[src/hw/cfgld_pkg.sv]
package cfgld_pkg;

   // Command word layout
   localparam int          CMD_LSB        = 16;
   localparam logic [2:0]  CMD_CONFIGURE  = 3'h2;
   localparam int          FLAG_END_LIST  = 31;
   localparam int          FLAG_S         = 30;
   localparam int          FLAG_I         = 29;
   localparam int          ST_C           = 15;
   localparam int          ST_B           = 14;
   localparam int          ST_OK          = 13;
   localparam int          ST_A           = 12;

   // Memory modes
   localparam logic [1:0]  MODE_LEGACY    = 2'h0;
   localparam logic [1:0]  MODE_SEGMENTED = 2'h1;
   localparam logic [1:0]  MODE_LINEAR    = 2'h2;

   // Byte offsets inside the block: first parameter byte, and link word
   localparam logic [31:0] PARAM_OFS_LEG  = 32'h0000_0006;
   localparam logic [31:0] PARAM_OFS_NEW  = 32'h0000_0008;
   localparam logic [31:0] LINK_WORD_OFS  = 32'h0000_0004;

   // Byte count limits
   localparam logic [3:0]  CNT_MAX_NEW    = 4'he;
   localparam logic [3:0]  CNT_MIN_NEW    = 4'h1;
   localparam logic [3:0]  CNT_MAX_LEG    = 4'hc;
   localparam logic [3:0]  CNT_MIN_LEG    = 4'h4;

   localparam int          NUM_LIVE       = 8;

   // Values after reset, byte 7 down to byte 0
   localparam logic [7:0][7:0] CFG_RESET  = {8'hf2, 8'h00, 8'h60, 8'h00,
                                             8'h26, 8'h40, 8'hc8, 8'h00};

   // Field positions
   localparam int          B0_PREFETCH    = 7;
   localparam int          B1_FIFO_LSB    = 0;
   localparam int          B1_MON_LSB     = 6;
   localparam int          B2_RESUME_RD   = 1;
   localparam int          B2_SAVE_BF     = 7;
   localparam int          B3_ADDR_LSB    = 0;
   localparam int          B3_NO_SRC_INS  = 3;
   localparam int          B3_PREAM_LSB   = 4;
   localparam int          B3_LOOP_LSB    = 6;
   localparam int          B4_LIN_LSB     = 0;
   localparam int          B4_EXP_LSB     = 4;
   localparam int          B4_BOF         = 7;
   localparam int          B7_SLOT_LSB    = 0;
   localparam int          B7_RETRY_LSB   = 4;

   function automatic logic [7:0] lane_byte(input logic [31:0] w,
                                            input logic [1:0]  lane);
      lane_byte = w[{lane, 3'b000} +: 8];
   endfunction : lane_byte

   function automatic logic [3:0] clamp_count(input logic [3:0] n,
                                              input logic       legacy);
      if (legacy)
      begin
         clamp_count = (n < CNT_MIN_LEG) ? CNT_MIN_LEG :
                       (n > CNT_MAX_LEG) ? CNT_MAX_LEG : n;
      end
      else
      begin
         clamp_count = (n < CNT_MIN_NEW) ? CNT_MIN_NEW :
                       (n > CNT_MAX_NEW) ? CNT_MAX_NEW : n;
      end
   endfunction : clamp_count

endpackage : cfgld_pkg

[src/hw/cfgld_fetch_if.sv]
`timescale 1ns/1ps
interface cfgld_fetch_if;
   logic        start;
   logic        abort;
   logic        legacy;
   logic [31:0] base;
   logic        mem_ack;
   logic [31:0] mem_rdata;
   logic        req;
   logic [31:0] addr;
   logic        byte_valid;
   logic [3:0]  byte_idx;
   logic [7:0]  byte_data;
   logic        done;
   logic [3:0]  count;

   modport ctrl  (output start, abort, legacy, base, mem_ack, mem_rdata,
                  input  req, addr, byte_valid, byte_idx, byte_data,
                         done, count);
   modport fetch (input  start, abort, legacy, base, mem_ack, mem_rdata,
                  output req, addr, byte_valid, byte_idx, byte_data,
                         done, count);
endinterface : cfgld_fetch_if

[src/hw/cfgld_loader.sv]
`timescale 1ns/1ps
module cfgld_loader
   import cfgld_pkg::*;
(
   input  wire logic        clk,
   input  wire logic        rst_n,
   input  wire logic        ce,
   input  wire logic [1:0]  mem_mode,
   input  wire logic        blk_start,
   input  wire logic [31:0] blk_addr,
   input  wire logic        unit_abort,
   output logic             mem_req,
   output logic             mem_we,
   output logic [31:0]      mem_addr,
   output logic [31:0]      mem_wdata,
   input  wire logic        mem_ack,
   input  wire logic [31:0] mem_rdata,
   output logic             blk_done,
   output logic             blk_aborted,
   output logic             blk_end_of_list,
   output logic             blk_suspend,
   output logic             blk_interrupt,
   output logic             cmd_not_configure,
   output logic             prefetch_mark_en,
   output logic [3:0]       fifo_limit,
   output logic [1:0]       monitor_mode,
   output logic             resume_reread,
   output logic             save_bad_frames,
   output logic [2:0]       address_length,
   output logic             no_source_addr_insert,
   output logic [1:0]       preamble_length,
   output logic [1:0]       loopback_select,
   output logic [2:0]       linear_priority,
   output logic [2:0]       exponential_priority,
   output logic             backoff_method,
   output logic [7:0]       interframe_spacing,
   output logic [10:0]      slot_time,
   output logic [3:0]       retry_limit
);

   typedef enum logic [4:0] {
      S_IDLE    = 5'b00001,
      S_RD_CMD  = 5'b00010,
      S_WR_BUSY = 5'b00100,
      S_FETCH   = 5'b01000,
      S_WR_STAT = 5'b10000
   } cfgld_state_t;

   cfgld_state_t    st_r;
   logic [1:0]      rst_sync_r;
   logic            rst_n_s;
   logic [31:0]     blk_r;
   logic [31:0]     cmd_r;
   logic            abort_r;
   logic [7:0][7:0] shadow_r;
   logic [7:0][7:0] live_r;
   logic [7:0][7:0] nx;
   logic            commit;
   logic            abort_now;
   logic            legacy;
   logic [15:0]     status;

   cfgld_fetch_if fi ();

   cfgld_param_fetch u_fetch (
      .clk   (clk),
      .rst_n (rst_n_s),
      .ce    (ce),
      .fi    (fi)
   );

   always_ff @(posedge clk or negedge rst_n)
   begin
      if (!rst_n)
         rst_sync_r <= 2'b00;
      else
         rst_sync_r <= {rst_sync_r[0], 1'b1};
   end
   assign rst_n_s = rst_sync_r[1];

   assign legacy    = (mem_mode == MODE_LEGACY);
   assign abort_now = unit_abort || abort_r;

   assign commit = (st_r == S_FETCH) && fi.done && !abort_now;

   assign fi.start     = (st_r == S_WR_BUSY) && mem_ack && !abort_now;
   assign fi.abort     = (st_r == S_FETCH) && abort_now;
   assign fi.legacy    = legacy;
   assign fi.base      = blk_r + (legacy ? PARAM_OFS_LEG : PARAM_OFS_NEW);
   assign fi.mem_ack   = (st_r == S_FETCH) && mem_ack;
   assign fi.mem_rdata = mem_rdata;

   always_comb
   begin
      status        = cmd_r[15:0] & 16'h0fff;
      status[ST_B]  = (st_r == S_WR_BUSY);
      status[ST_C]  = (st_r == S_WR_STAT);
      status[ST_OK] = (st_r == S_WR_STAT) && !abort_r;
      status[ST_A]  = (st_r == S_WR_STAT) && abort_r;
   end

   always_comb
   begin
      mem_req   = 1'b0;
      mem_we    = 1'b0;
      mem_addr  = blk_r;
      mem_wdata = {cmd_r[31:16], status};
      case (st_r)
         S_RD_CMD:  mem_req = 1'b1;
         S_WR_BUSY,
         S_WR_STAT:
         begin
            mem_req = 1'b1;
            mem_we  = 1'b1;
         end
         S_FETCH:
         begin
            mem_req  = fi.req;
            mem_addr = fi.addr;
         end
         default:   mem_req = 1'b0;
      endcase
   end

   always_ff @(posedge clk or negedge rst_n_s)
   begin
      if (!rst_n_s)
         st_r <= S_IDLE;
      else if (ce)
      begin
         case (st_r)
            S_IDLE:    if (blk_start) st_r <= S_RD_CMD;
            S_RD_CMD:
            begin
               if (mem_ack)
                  st_r <= (mem_rdata[CMD_LSB +: 3] == CMD_CONFIGURE) ?
                          S_WR_BUSY : S_IDLE;
            end
            S_WR_BUSY: if (mem_ack) st_r <= abort_now ? S_WR_STAT : S_FETCH;
            S_FETCH:   if (abort_now || fi.done) st_r <= S_WR_STAT;
            S_WR_STAT: if (mem_ack) st_r <= S_IDLE;
            default:   st_r <= S_IDLE;
         endcase
      end
   end

   always_ff @(posedge clk or negedge rst_n_s)
   begin
      if (!rst_n_s)
      begin
         blk_r   <= 32'h0000_0000;
         cmd_r   <= 32'h0000_0000;
         abort_r <= 1'b0;
      end
      else if (ce)
      begin
         if (st_r == S_IDLE && blk_start)
            blk_r <= blk_addr;
         if (st_r == S_RD_CMD && mem_ack)
            cmd_r <= mem_rdata;
         if (st_r == S_IDLE)
            abort_r <= 1'b0;
         else if (unit_abort && st_r != S_RD_CMD && st_r != S_WR_STAT)
            abort_r <= 1'b1;
      end
   end

   always_ff @(posedge clk or negedge rst_n_s)
   begin
      if (!rst_n_s)
      begin
         blk_done          <= 1'b0;
         blk_aborted       <= 1'b0;
         blk_end_of_list   <= 1'b0;
         blk_suspend       <= 1'b0;
         blk_interrupt     <= 1'b0;
         cmd_not_configure <= 1'b0;
      end
      else if (ce)
      begin
         blk_done <= (st_r == S_WR_STAT) && mem_ack;
         cmd_not_configure <= (st_r == S_RD_CMD) && mem_ack &&
                              (mem_rdata[CMD_LSB +: 3] != CMD_CONFIGURE);
         if (st_r == S_WR_STAT && mem_ack)
         begin
            blk_aborted     <= abort_r;
            blk_end_of_list <= cmd_r[FLAG_END_LIST];
            blk_suspend     <= cmd_r[FLAG_S];
            blk_interrupt   <= cmd_r[FLAG_I];
         end
      end
   end

   always_comb
   begin
      nx = live_r;
      for (int k = 0; k < NUM_LIVE; k++)
      begin
         if (4'(k) < fi.count)
            nx[k] = (fi.byte_valid && fi.byte_idx == 4'(k)) ?
                    fi.byte_data : shadow_r[k];
      end
   end

   always_ff @(posedge clk or negedge rst_n_s)
   begin
      if (!rst_n_s)
      begin
         shadow_r <= CFG_RESET;
         live_r   <= CFG_RESET;
      end
      else if (ce)
      begin
         if (fi.byte_valid && fi.byte_idx < 4'(NUM_LIVE))
            shadow_r[fi.byte_idx[2:0]] <= fi.byte_data;
         if (commit)
            live_r <= nx;
      end
   end

   assign prefetch_mark_en      = live_r[0][B0_PREFETCH] && !legacy;
   assign fifo_limit            = live_r[1][B1_FIFO_LSB +: 4];
   assign monitor_mode          = live_r[1][B1_MON_LSB +: 2];
   assign resume_reread         = live_r[2][B2_RESUME_RD];
   assign save_bad_frames       = live_r[2][B2_SAVE_BF];
   assign address_length        = live_r[3][B3_ADDR_LSB +: 3];
   assign no_source_addr_insert = live_r[3][B3_NO_SRC_INS];
   assign preamble_length       = live_r[3][B3_PREAM_LSB +: 2];
   assign loopback_select       = live_r[3][B3_LOOP_LSB +: 2];
   assign linear_priority       = live_r[4][B4_LIN_LSB +: 3];
   assign exponential_priority  = live_r[4][B4_EXP_LSB +: 3];
   assign backoff_method        = live_r[4][B4_BOF];
   assign interframe_spacing    = live_r[5];
   assign slot_time             = {live_r[7][B7_SLOT_LSB +: 3], live_r[6]};
   assign retry_limit           = live_r[7][B7_RETRY_LSB +: 4];
endmodule : cfgld_loader

[src/hw/cfgld_param_fetch.sv]
`timescale 1ns/1ps
module cfgld_param_fetch
   import cfgld_pkg::*;
(
   input wire logic   clk,
   input wire logic   rst_n,
   input wire logic   ce,
   cfgld_fetch_if.fetch fi
);

   typedef enum logic [1:0] {F_IDLE = 2'b01, F_READ = 2'b10} cfgld_fst_t;

   cfgld_fst_t  st_r;
   logic [3:0]  idx_r;
   logic [3:0]  count_r;
   logic [7:0]  data_r;
   logic [3:0]  bidx_r;
   logic        bvalid_r;
   logic        done_r;
   logic [31:0] baddr;
   logic [7:0]  cur;
   logic [3:0]  lim;
   logic        take;
   logic        last;

   assign baddr = fi.base + {28'h0000000, idx_r};
   assign cur   = lane_byte(fi.mem_rdata, baddr[1:0]);
   assign take  = (st_r == F_READ) && fi.mem_ack && !fi.abort;
   assign lim   = (idx_r == 4'h0) ? clamp_count(cur[3:0], fi.legacy)
                                  : count_r;
   assign last  = (4'(idx_r + 4'h1) == lim);

   assign fi.req        = (st_r == F_READ) && !fi.abort;
   assign fi.addr       = {baddr[31:2], 2'b00};
   assign fi.byte_valid = bvalid_r;
   assign fi.byte_idx   = bidx_r;
   assign fi.byte_data  = data_r;
   assign fi.done       = done_r;
   assign fi.count      = count_r;

   always_ff @(posedge clk or negedge rst_n)
   begin
      if (!rst_n)
         st_r <= F_IDLE;
      else if (ce)
      begin
         case (st_r)
            F_IDLE:  if (fi.start) st_r <= F_READ;
            F_READ:  if (fi.abort || (take && last)) st_r <= F_IDLE;
            default: st_r <= F_IDLE;
         endcase
      end
   end

   always_ff @(posedge clk or negedge rst_n)
   begin
      if (!rst_n)
      begin
         idx_r   <= 4'h0;
         count_r <= 4'h0;
      end
      else if (ce)
      begin
         if (fi.start && st_r == F_IDLE)
            idx_r <= 4'h0;
         else if (take)
            idx_r <= 4'(idx_r + 4'h1);
         if (take && idx_r == 4'h0)
            count_r <= lim;
      end
   end

   always_ff @(posedge clk or negedge rst_n)
   begin
      if (!rst_n)
      begin
         bvalid_r <= 1'b0;
         done_r   <= 1'b0;
         data_r   <= 8'h00;
         bidx_r   <= 4'h0;
      end
      else if (ce)
      begin
         bvalid_r <= take;
         done_r   <= take && last;
         if (take)
         begin
            data_r <= cur;
            bidx_r <= idx_r;
         end
      end
   end
endmodule : cfgld_param_fetch

[config.mk]
export PLATFORM = sky130hd
export DESIGN_NAME = cfgld_loader
export DESIGN_NICKNAME = d
export VERILOG_FILES = /design/src/hw/cfgld_pkg.sv /design/src/hw/cfgld_fetch_if.sv /design/src/hw/cfgld_loader.sv /design/src/hw/cfgld_param_fetch.sv
export SDC_FILE = /design/constraint.sdc
export NUM_CORES = 1
export LEC_CHECK = 0
export BUFFER_PORTS_ARGS = -buffer_cell sky130_fd_sc_hd__buf_2
export CAP_MARGIN = 15
export CORE_MARGIN = 5
export CORE_UTILIZATION = 40
export CTS_BUF_LIST = sky130_fd_sc_hd__clkbuf_16
export DETAILED_ROUTE_END_ITERATION = 10
export GPL_ROUTABILITY_DRIVEN = 0
export HOLD_SLACK_MARGIN = 0.03
export PLACE_DENSITY = 0.68
export REMOVE_ABC_BUFFERS = 1
export SLEW_MARGIN = 20
export SYNTH_ARGS = -nofsm -noshare
export SYNTH_HDL_FRONTEND = slang
export SYNTH_HIERARCHICAL = 1
export SYNTH_SLANG_ARGS = --single-unit
[constraint.sdc]
create_clock -name clk -period 7.9 [get_ports clk]
set_input_delay 1.58 -clock clk [delete_from_list [all_inputs] [get_ports clk]]
set_output_delay 1.58 -clock clk [all_outputs]
set_load 0.02 [all_outputs]
# Word level (Yosys, flattened, before mapping)
# Cells that the tools add are included.
# classes
muxes	36
shifts	1
eq_ne	26
add_sub_neg	3
magnitude_cmp	15
n_reduce_logical	63
# ops
cell	n
$mux 8	9
$add 32x4->32	2
$bwmux 64	1
$mux 4	9
$mux 32	1
$shiftx 32x6->8	1
$logic_and 1x1->1	31
$mux 5	6
$reduce_and 3->1	9
$pmux 5 s5	1
$demux 8 s3	1
$eq 4x3->1 const B	4
$lt 3x4->1 const A	4
$reduce_and 2->1	8
$eq 4x2->1 const B	2
$gt 4x4->1 const B	2
$logic_not 4->1	2
$lt 1x4->1 const A	2
$lt 2x4->1 const A	2
$ne 2x1->1 const B	4
$ne 2x2->1 const B	3
$reduce_and 6->1	1
$eq 5x1->1 const B	1
$eq 5x2->1 const B	1
28 further kinds	37
# totals
input_bits	72
reg_bits	230

# Logic depth before layout (Yosys ltp)
# depth
ltp_word	15
depth_mapped	17
depth_no_buf	15

# By module
# The synthesis kept the hierarchy.
# by_module_without_submodules
mod	area_each_um2	cells_per_inst	n_inst
cfgld_loader	8485.6	698	1
cfgld_param_fetch	2021.9	231	1

# Least setup slack after synthesis
# No wires, ideal clock.
# synth_path
kind	input to output
from	input port mem_mode[1]
to	output port mem_addr[31]
t_required_ps	6320
cell_stages	17
arrival_ps	4983
n_path_buf	2
setup_slack_ps	1337
path_cell_list	nor2_1 xor2_1 ha_1 nor4_1 or3_1 buf_1 nor2_1 xor2_1 nand2_1 nor2_1 nand4_1 nor2b_1 and3_1 clkbuf_1 nand4_1 xnor2_1 mux2_2
# synth_between
elab_chain_len	5
# synth_rtl
item	line_no	source
start, declared	cfgld_loader.sv:8	input wire logic [1:0] mem_mode,
$logic_not 2->1	cfgld_loader.sv:81	assign legacy = (mem_mode == MODE_LEGACY);
$mux 4	cfgld_loader.sv:89	assign fi.base = blk_r + (legacy ? PARAM_OFS_LEG : PARAM_OFS_NEW);
$add 32x4->32	cfgld_loader.sv:89	
via fi.base[9]	cfgld_fetch_if.sv:6	logic [31:0] base;
$add 32x4->32	cfgld_param_fetch.sv:26	assign baddr = fi.base + {28'h0000000, idx_r};
via fi.addr[31]	cfgld_fetch_if.sv:10	logic [31:0] addr;
$mux 32	cfgld_loader.sv:108	case (st_r)
end, declared	cfgld_loader.sv:14	output logic [31:0] mem_addr,
# The timed path passes the listed nets, and every way through them passes these cells.

# Worst setup path after layout
# layout_path
from	input port mem_mode[1]
to	output port mem_addr[28]
# layout_between
elab_chain_len	5
# layout_rtl
item	line_no	source
$logic_not 2->1	cfgld_loader.sv:81	
via fi.legacy	cfgld_fetch_if.sv:5	logic legacy;
$mux 4	cfgld_loader.sv:89	
$add 32x4->32	cfgld_loader.sv:89	
via fi.base[11]	cfgld_fetch_if.sv:6	
$add 32x4->32	cfgld_param_fetch.sv:26	
via fi.addr[28]	cfgld_fetch_if.sv:10	
$mux 32	cfgld_loader.sv:108	
# The timed path passes the listed nets, and every way through them passes these cells.

==> flow_summary.toml <==
[global_routing]
antenna_found_initial = 0
grt_pass1_wl_mm = 39.3
grt_start_max_net_pins = 89
grt_use_total_pct = 16.7
globalRouteOverflowTotal = 0
grt_pass1_vias = 7331

[critical_path]
end_kind = "primary output"
path_max_fanout = 14
worstPathCellList = "buf_2 -> nor2_1 -> buf_4 -> xor2_1 -> ha_1 -> nor4_1 -> or3_1 -> or3_1 -> xnor2_1 -> nand2_1 -> nor2_1 -> nand4_1 -> or2_2 -> nor2_1 -> nand3_1 -> xnor2_1 -> mux2_2 -> buf_2"
path_common_cell = "nor2_1"
critPathRequiredTime_ns = 6.32
critical-path-slowest-cell = "or3_1"
start_kind = "primary input"
reg2reg_depth = 9
crit_type = "primary input to primary output"
cp.arrival_ns = 5.62
cp_slowest_stage_delay_ns = 0.59

[logic_synthesis]
ys_ff_latch = 192
synth_fa_ha_area_share_pct = 1.02
ys_warn_count = 6
synth_xor_area_share_pct = 5.83
synth.area.mux_share_pct = 25.0
ys_seq_area_share_pct = 46.1
syn_avg_cell_area_um2 = 11.3
synth_edf_count = 0
synth_top_family_by_area = "multiplexers"
synth-async-reset-ratio_pct = 100
syn_inst = 929
synth_area_um2 = 10500
synth-simple-area-share_pct = 12.0
synth_compound_gate_area_share_pct = 4.22
ys.flop_type = "dfrtp_1"
yosysUniqueCellTypes = 59

[routing]
drc = 0
drtIter0Drc = 385
routed_wl_mm = 24.5
via_count = 7281
ant_nets = 0
via_per_inst = 5.16
drt_first_pass_iters = 5
wire_per_inst_um = 17.4

[clocking]
cts_max_level = 4
cts_buffers = 17
cts_root_buf = "clkbuf_16"
cts.hold.buffers_added = 0
clk_pin_slew_ns = 0.08
clock_path_buffers = 2
clock_latency_ns = 0.44
cts.sinks = 192
cts-resized-gates = 0
cts_setup_buffers = 0
cts_tree = "built"

[sta]
setup_tns_ns = 0
worst_clock_skew_ns = 0.0171
worst_pin_slew_ns = 1.04
min_period_ns = 7.20
hold_violations = 0
maxSlewHeadroom_pct = 30.0
fmax_ghz = 0.139
grt_setup_unrepaired = "no"
final_max_slew_viol_count = 0
period_share_pct = 91.1
setup_viol = 0

[floorplanning]
die_x_um = 172
initial_core_util_pct = 40.4
die-area_um2 = 29600
core_um2 = 26000
placementRows = 59
pin_count = 191
dieHeight_um = 172

[cells_and_area]
fin_util_pct = 46.5
final_cell_mix = "buf_2 (190), mux2_2 (178), dfrtp_1 (163)"
drive_gt1_share_pct = 42.6
nNetsFinal = 1143
antennaDiodeCount = 0
layout_commonest_cell = "buf_2"
syn_to_final_growth_pct = 15.0

[outcome]
status = "finished clean"

[place]
hpwl_mm = 17.7
numPortBuffers = 190

[worst_hold_path]
holdPathStages = 0
hold_class = "flip-flop to flip-flop"

[pwr]
leakage_nw = 5.81
ir_worst_vdd_v = 0.000190
p_per_area_nw_per_um2 = 287

[flow_run]
maxCapViolCount = 0
[final timing paths]
path,from,endpoint,slack (ns)
hold / removal,rst_sync_r[0],rst_sync_r[1],0.36
setup / recovery,mem_mode[1],mem_addr[28],0.70
setup reg to reg,blk_r[1],u_fetch/st_r[1],4.01
max in group asynchronous,rst_sync_r[1],shadow_r[7],5.59
min in group asynchronous,rst_sync_r[1],blk_end_of_list,0.37
hold reg to reg,rst_sync_r[0],rst_sync_r[1],0.36
[kinds of logic (layout without fill, tap and decap cells)]
kind of cell / count (synthesis) / after routing
xor gates and xnor gates: 70 / 70
adders and majority gates: 8 / 8
DFF: 192 / 192
muxes: 224 / 224
AOI/OAI and AO/OA: 75 / 75
and+or+nand+nor: 252 / 252
buffers and inverters: 106 / 252
other: 2 / 3
[where the power goes]
part	switching [mW]	internal, mW
sequential	0.184	1.15
clock	0.490	0.453
combinational	0.667	0.526
total	1.34	2.13
[cell type report]
cell class                      instances  area [µm²]
Sequential cell                       192        4840
Inverter                               22        82.6
Tap cell                              335         419
Clock buffer                           17         425
Timing Repair Buffer                  198        1010
Multi-Input combinational cell        632        5060
Clock inverter                         15         229
Fill cell                            2349       13900
[Yosys cell counts (all sizes together) (7+ instances only)]
cell / count / area [µm²]
dfstp: 28 / 736
xnor2: 35 / 307
nor3: 17 / 85.1
nand4: 12 / 75.1
clkbuf: 22 / 82.6
mux4: 8 / 206
and3: 12 / 75.1
ha: 7 / 87.6
nor4: 9 / 56.3
dfrtp: 164 / 4100
xor2: 35 / 307
nand2: 92 / 345
mux2: 185 / 2110
mux2i: 31 / 310
nor2: 43 / 174
inv: 22 / 82.6
o21ai: 35 / 175
a21oi: 16 / 80.1
buf: 62 / 448
nand3: 23 / 115
nor3b: 7 / 52.6
[flip-flops by register name, summed over array words and instances (netlist names), 3 cells and up]
register and cells:
address_length 3, blk_r 32, cmd_r 28, exponential_priority 3
fifo_limit 4, interframe_spacing 8, linear_priority 3, retry_limit 4
shadow_r 47, slot_time 11, st_r 5, u_fetch/fi.byte_data 8
u_fetch/fi.byte_idx 4, u_fetch/fi.count 4, u_fetch/idx_r 4
[worst max-delay path: cells and delay by family]
kind	cells	cell delay (ns)
muxes	1	0.27
adders and majority gates	1	0.20
xor gates and xnor gates	3	0.58
buffers and inverters	3	0.47
and+or+nand+nor	10	2.54
[layer usage]
layer | part of all wire [%] | global-route usage (%) | vias to the layer above
met2 | 47 | 26.8 | 172
met3 | 5.0 | 3.29 | 16
met1 | 47 | 23.4 | 3594
met4 | 0.90 | 3.96 | 0
li1 | - | - | 3499
met5 | 0 | 0 | -
[per-stage QoR]
step | std cells | cell area [µm²] | power, mW | worst slack [ns] | hold slack (ns)
finish | 1411 | 12100 | 3.47 | 0.700 | 0.358
global route | 1411 | 12100 | 3.67 | 0.464 | 0.381
CTS | 1411 | 12100 | 3.51 | 0.731 | 0.365
detailed placement | 1379 | 11400 | 2.55 | 0.740 | 0.345
global placement | 1379 | 11400 | 2.52 | 0.866 | 0.336
floorplan | 846 | 9980 | 2.17 | 1.33 | 0.331
Note: power is estimated with default switching activity, not from simulation.
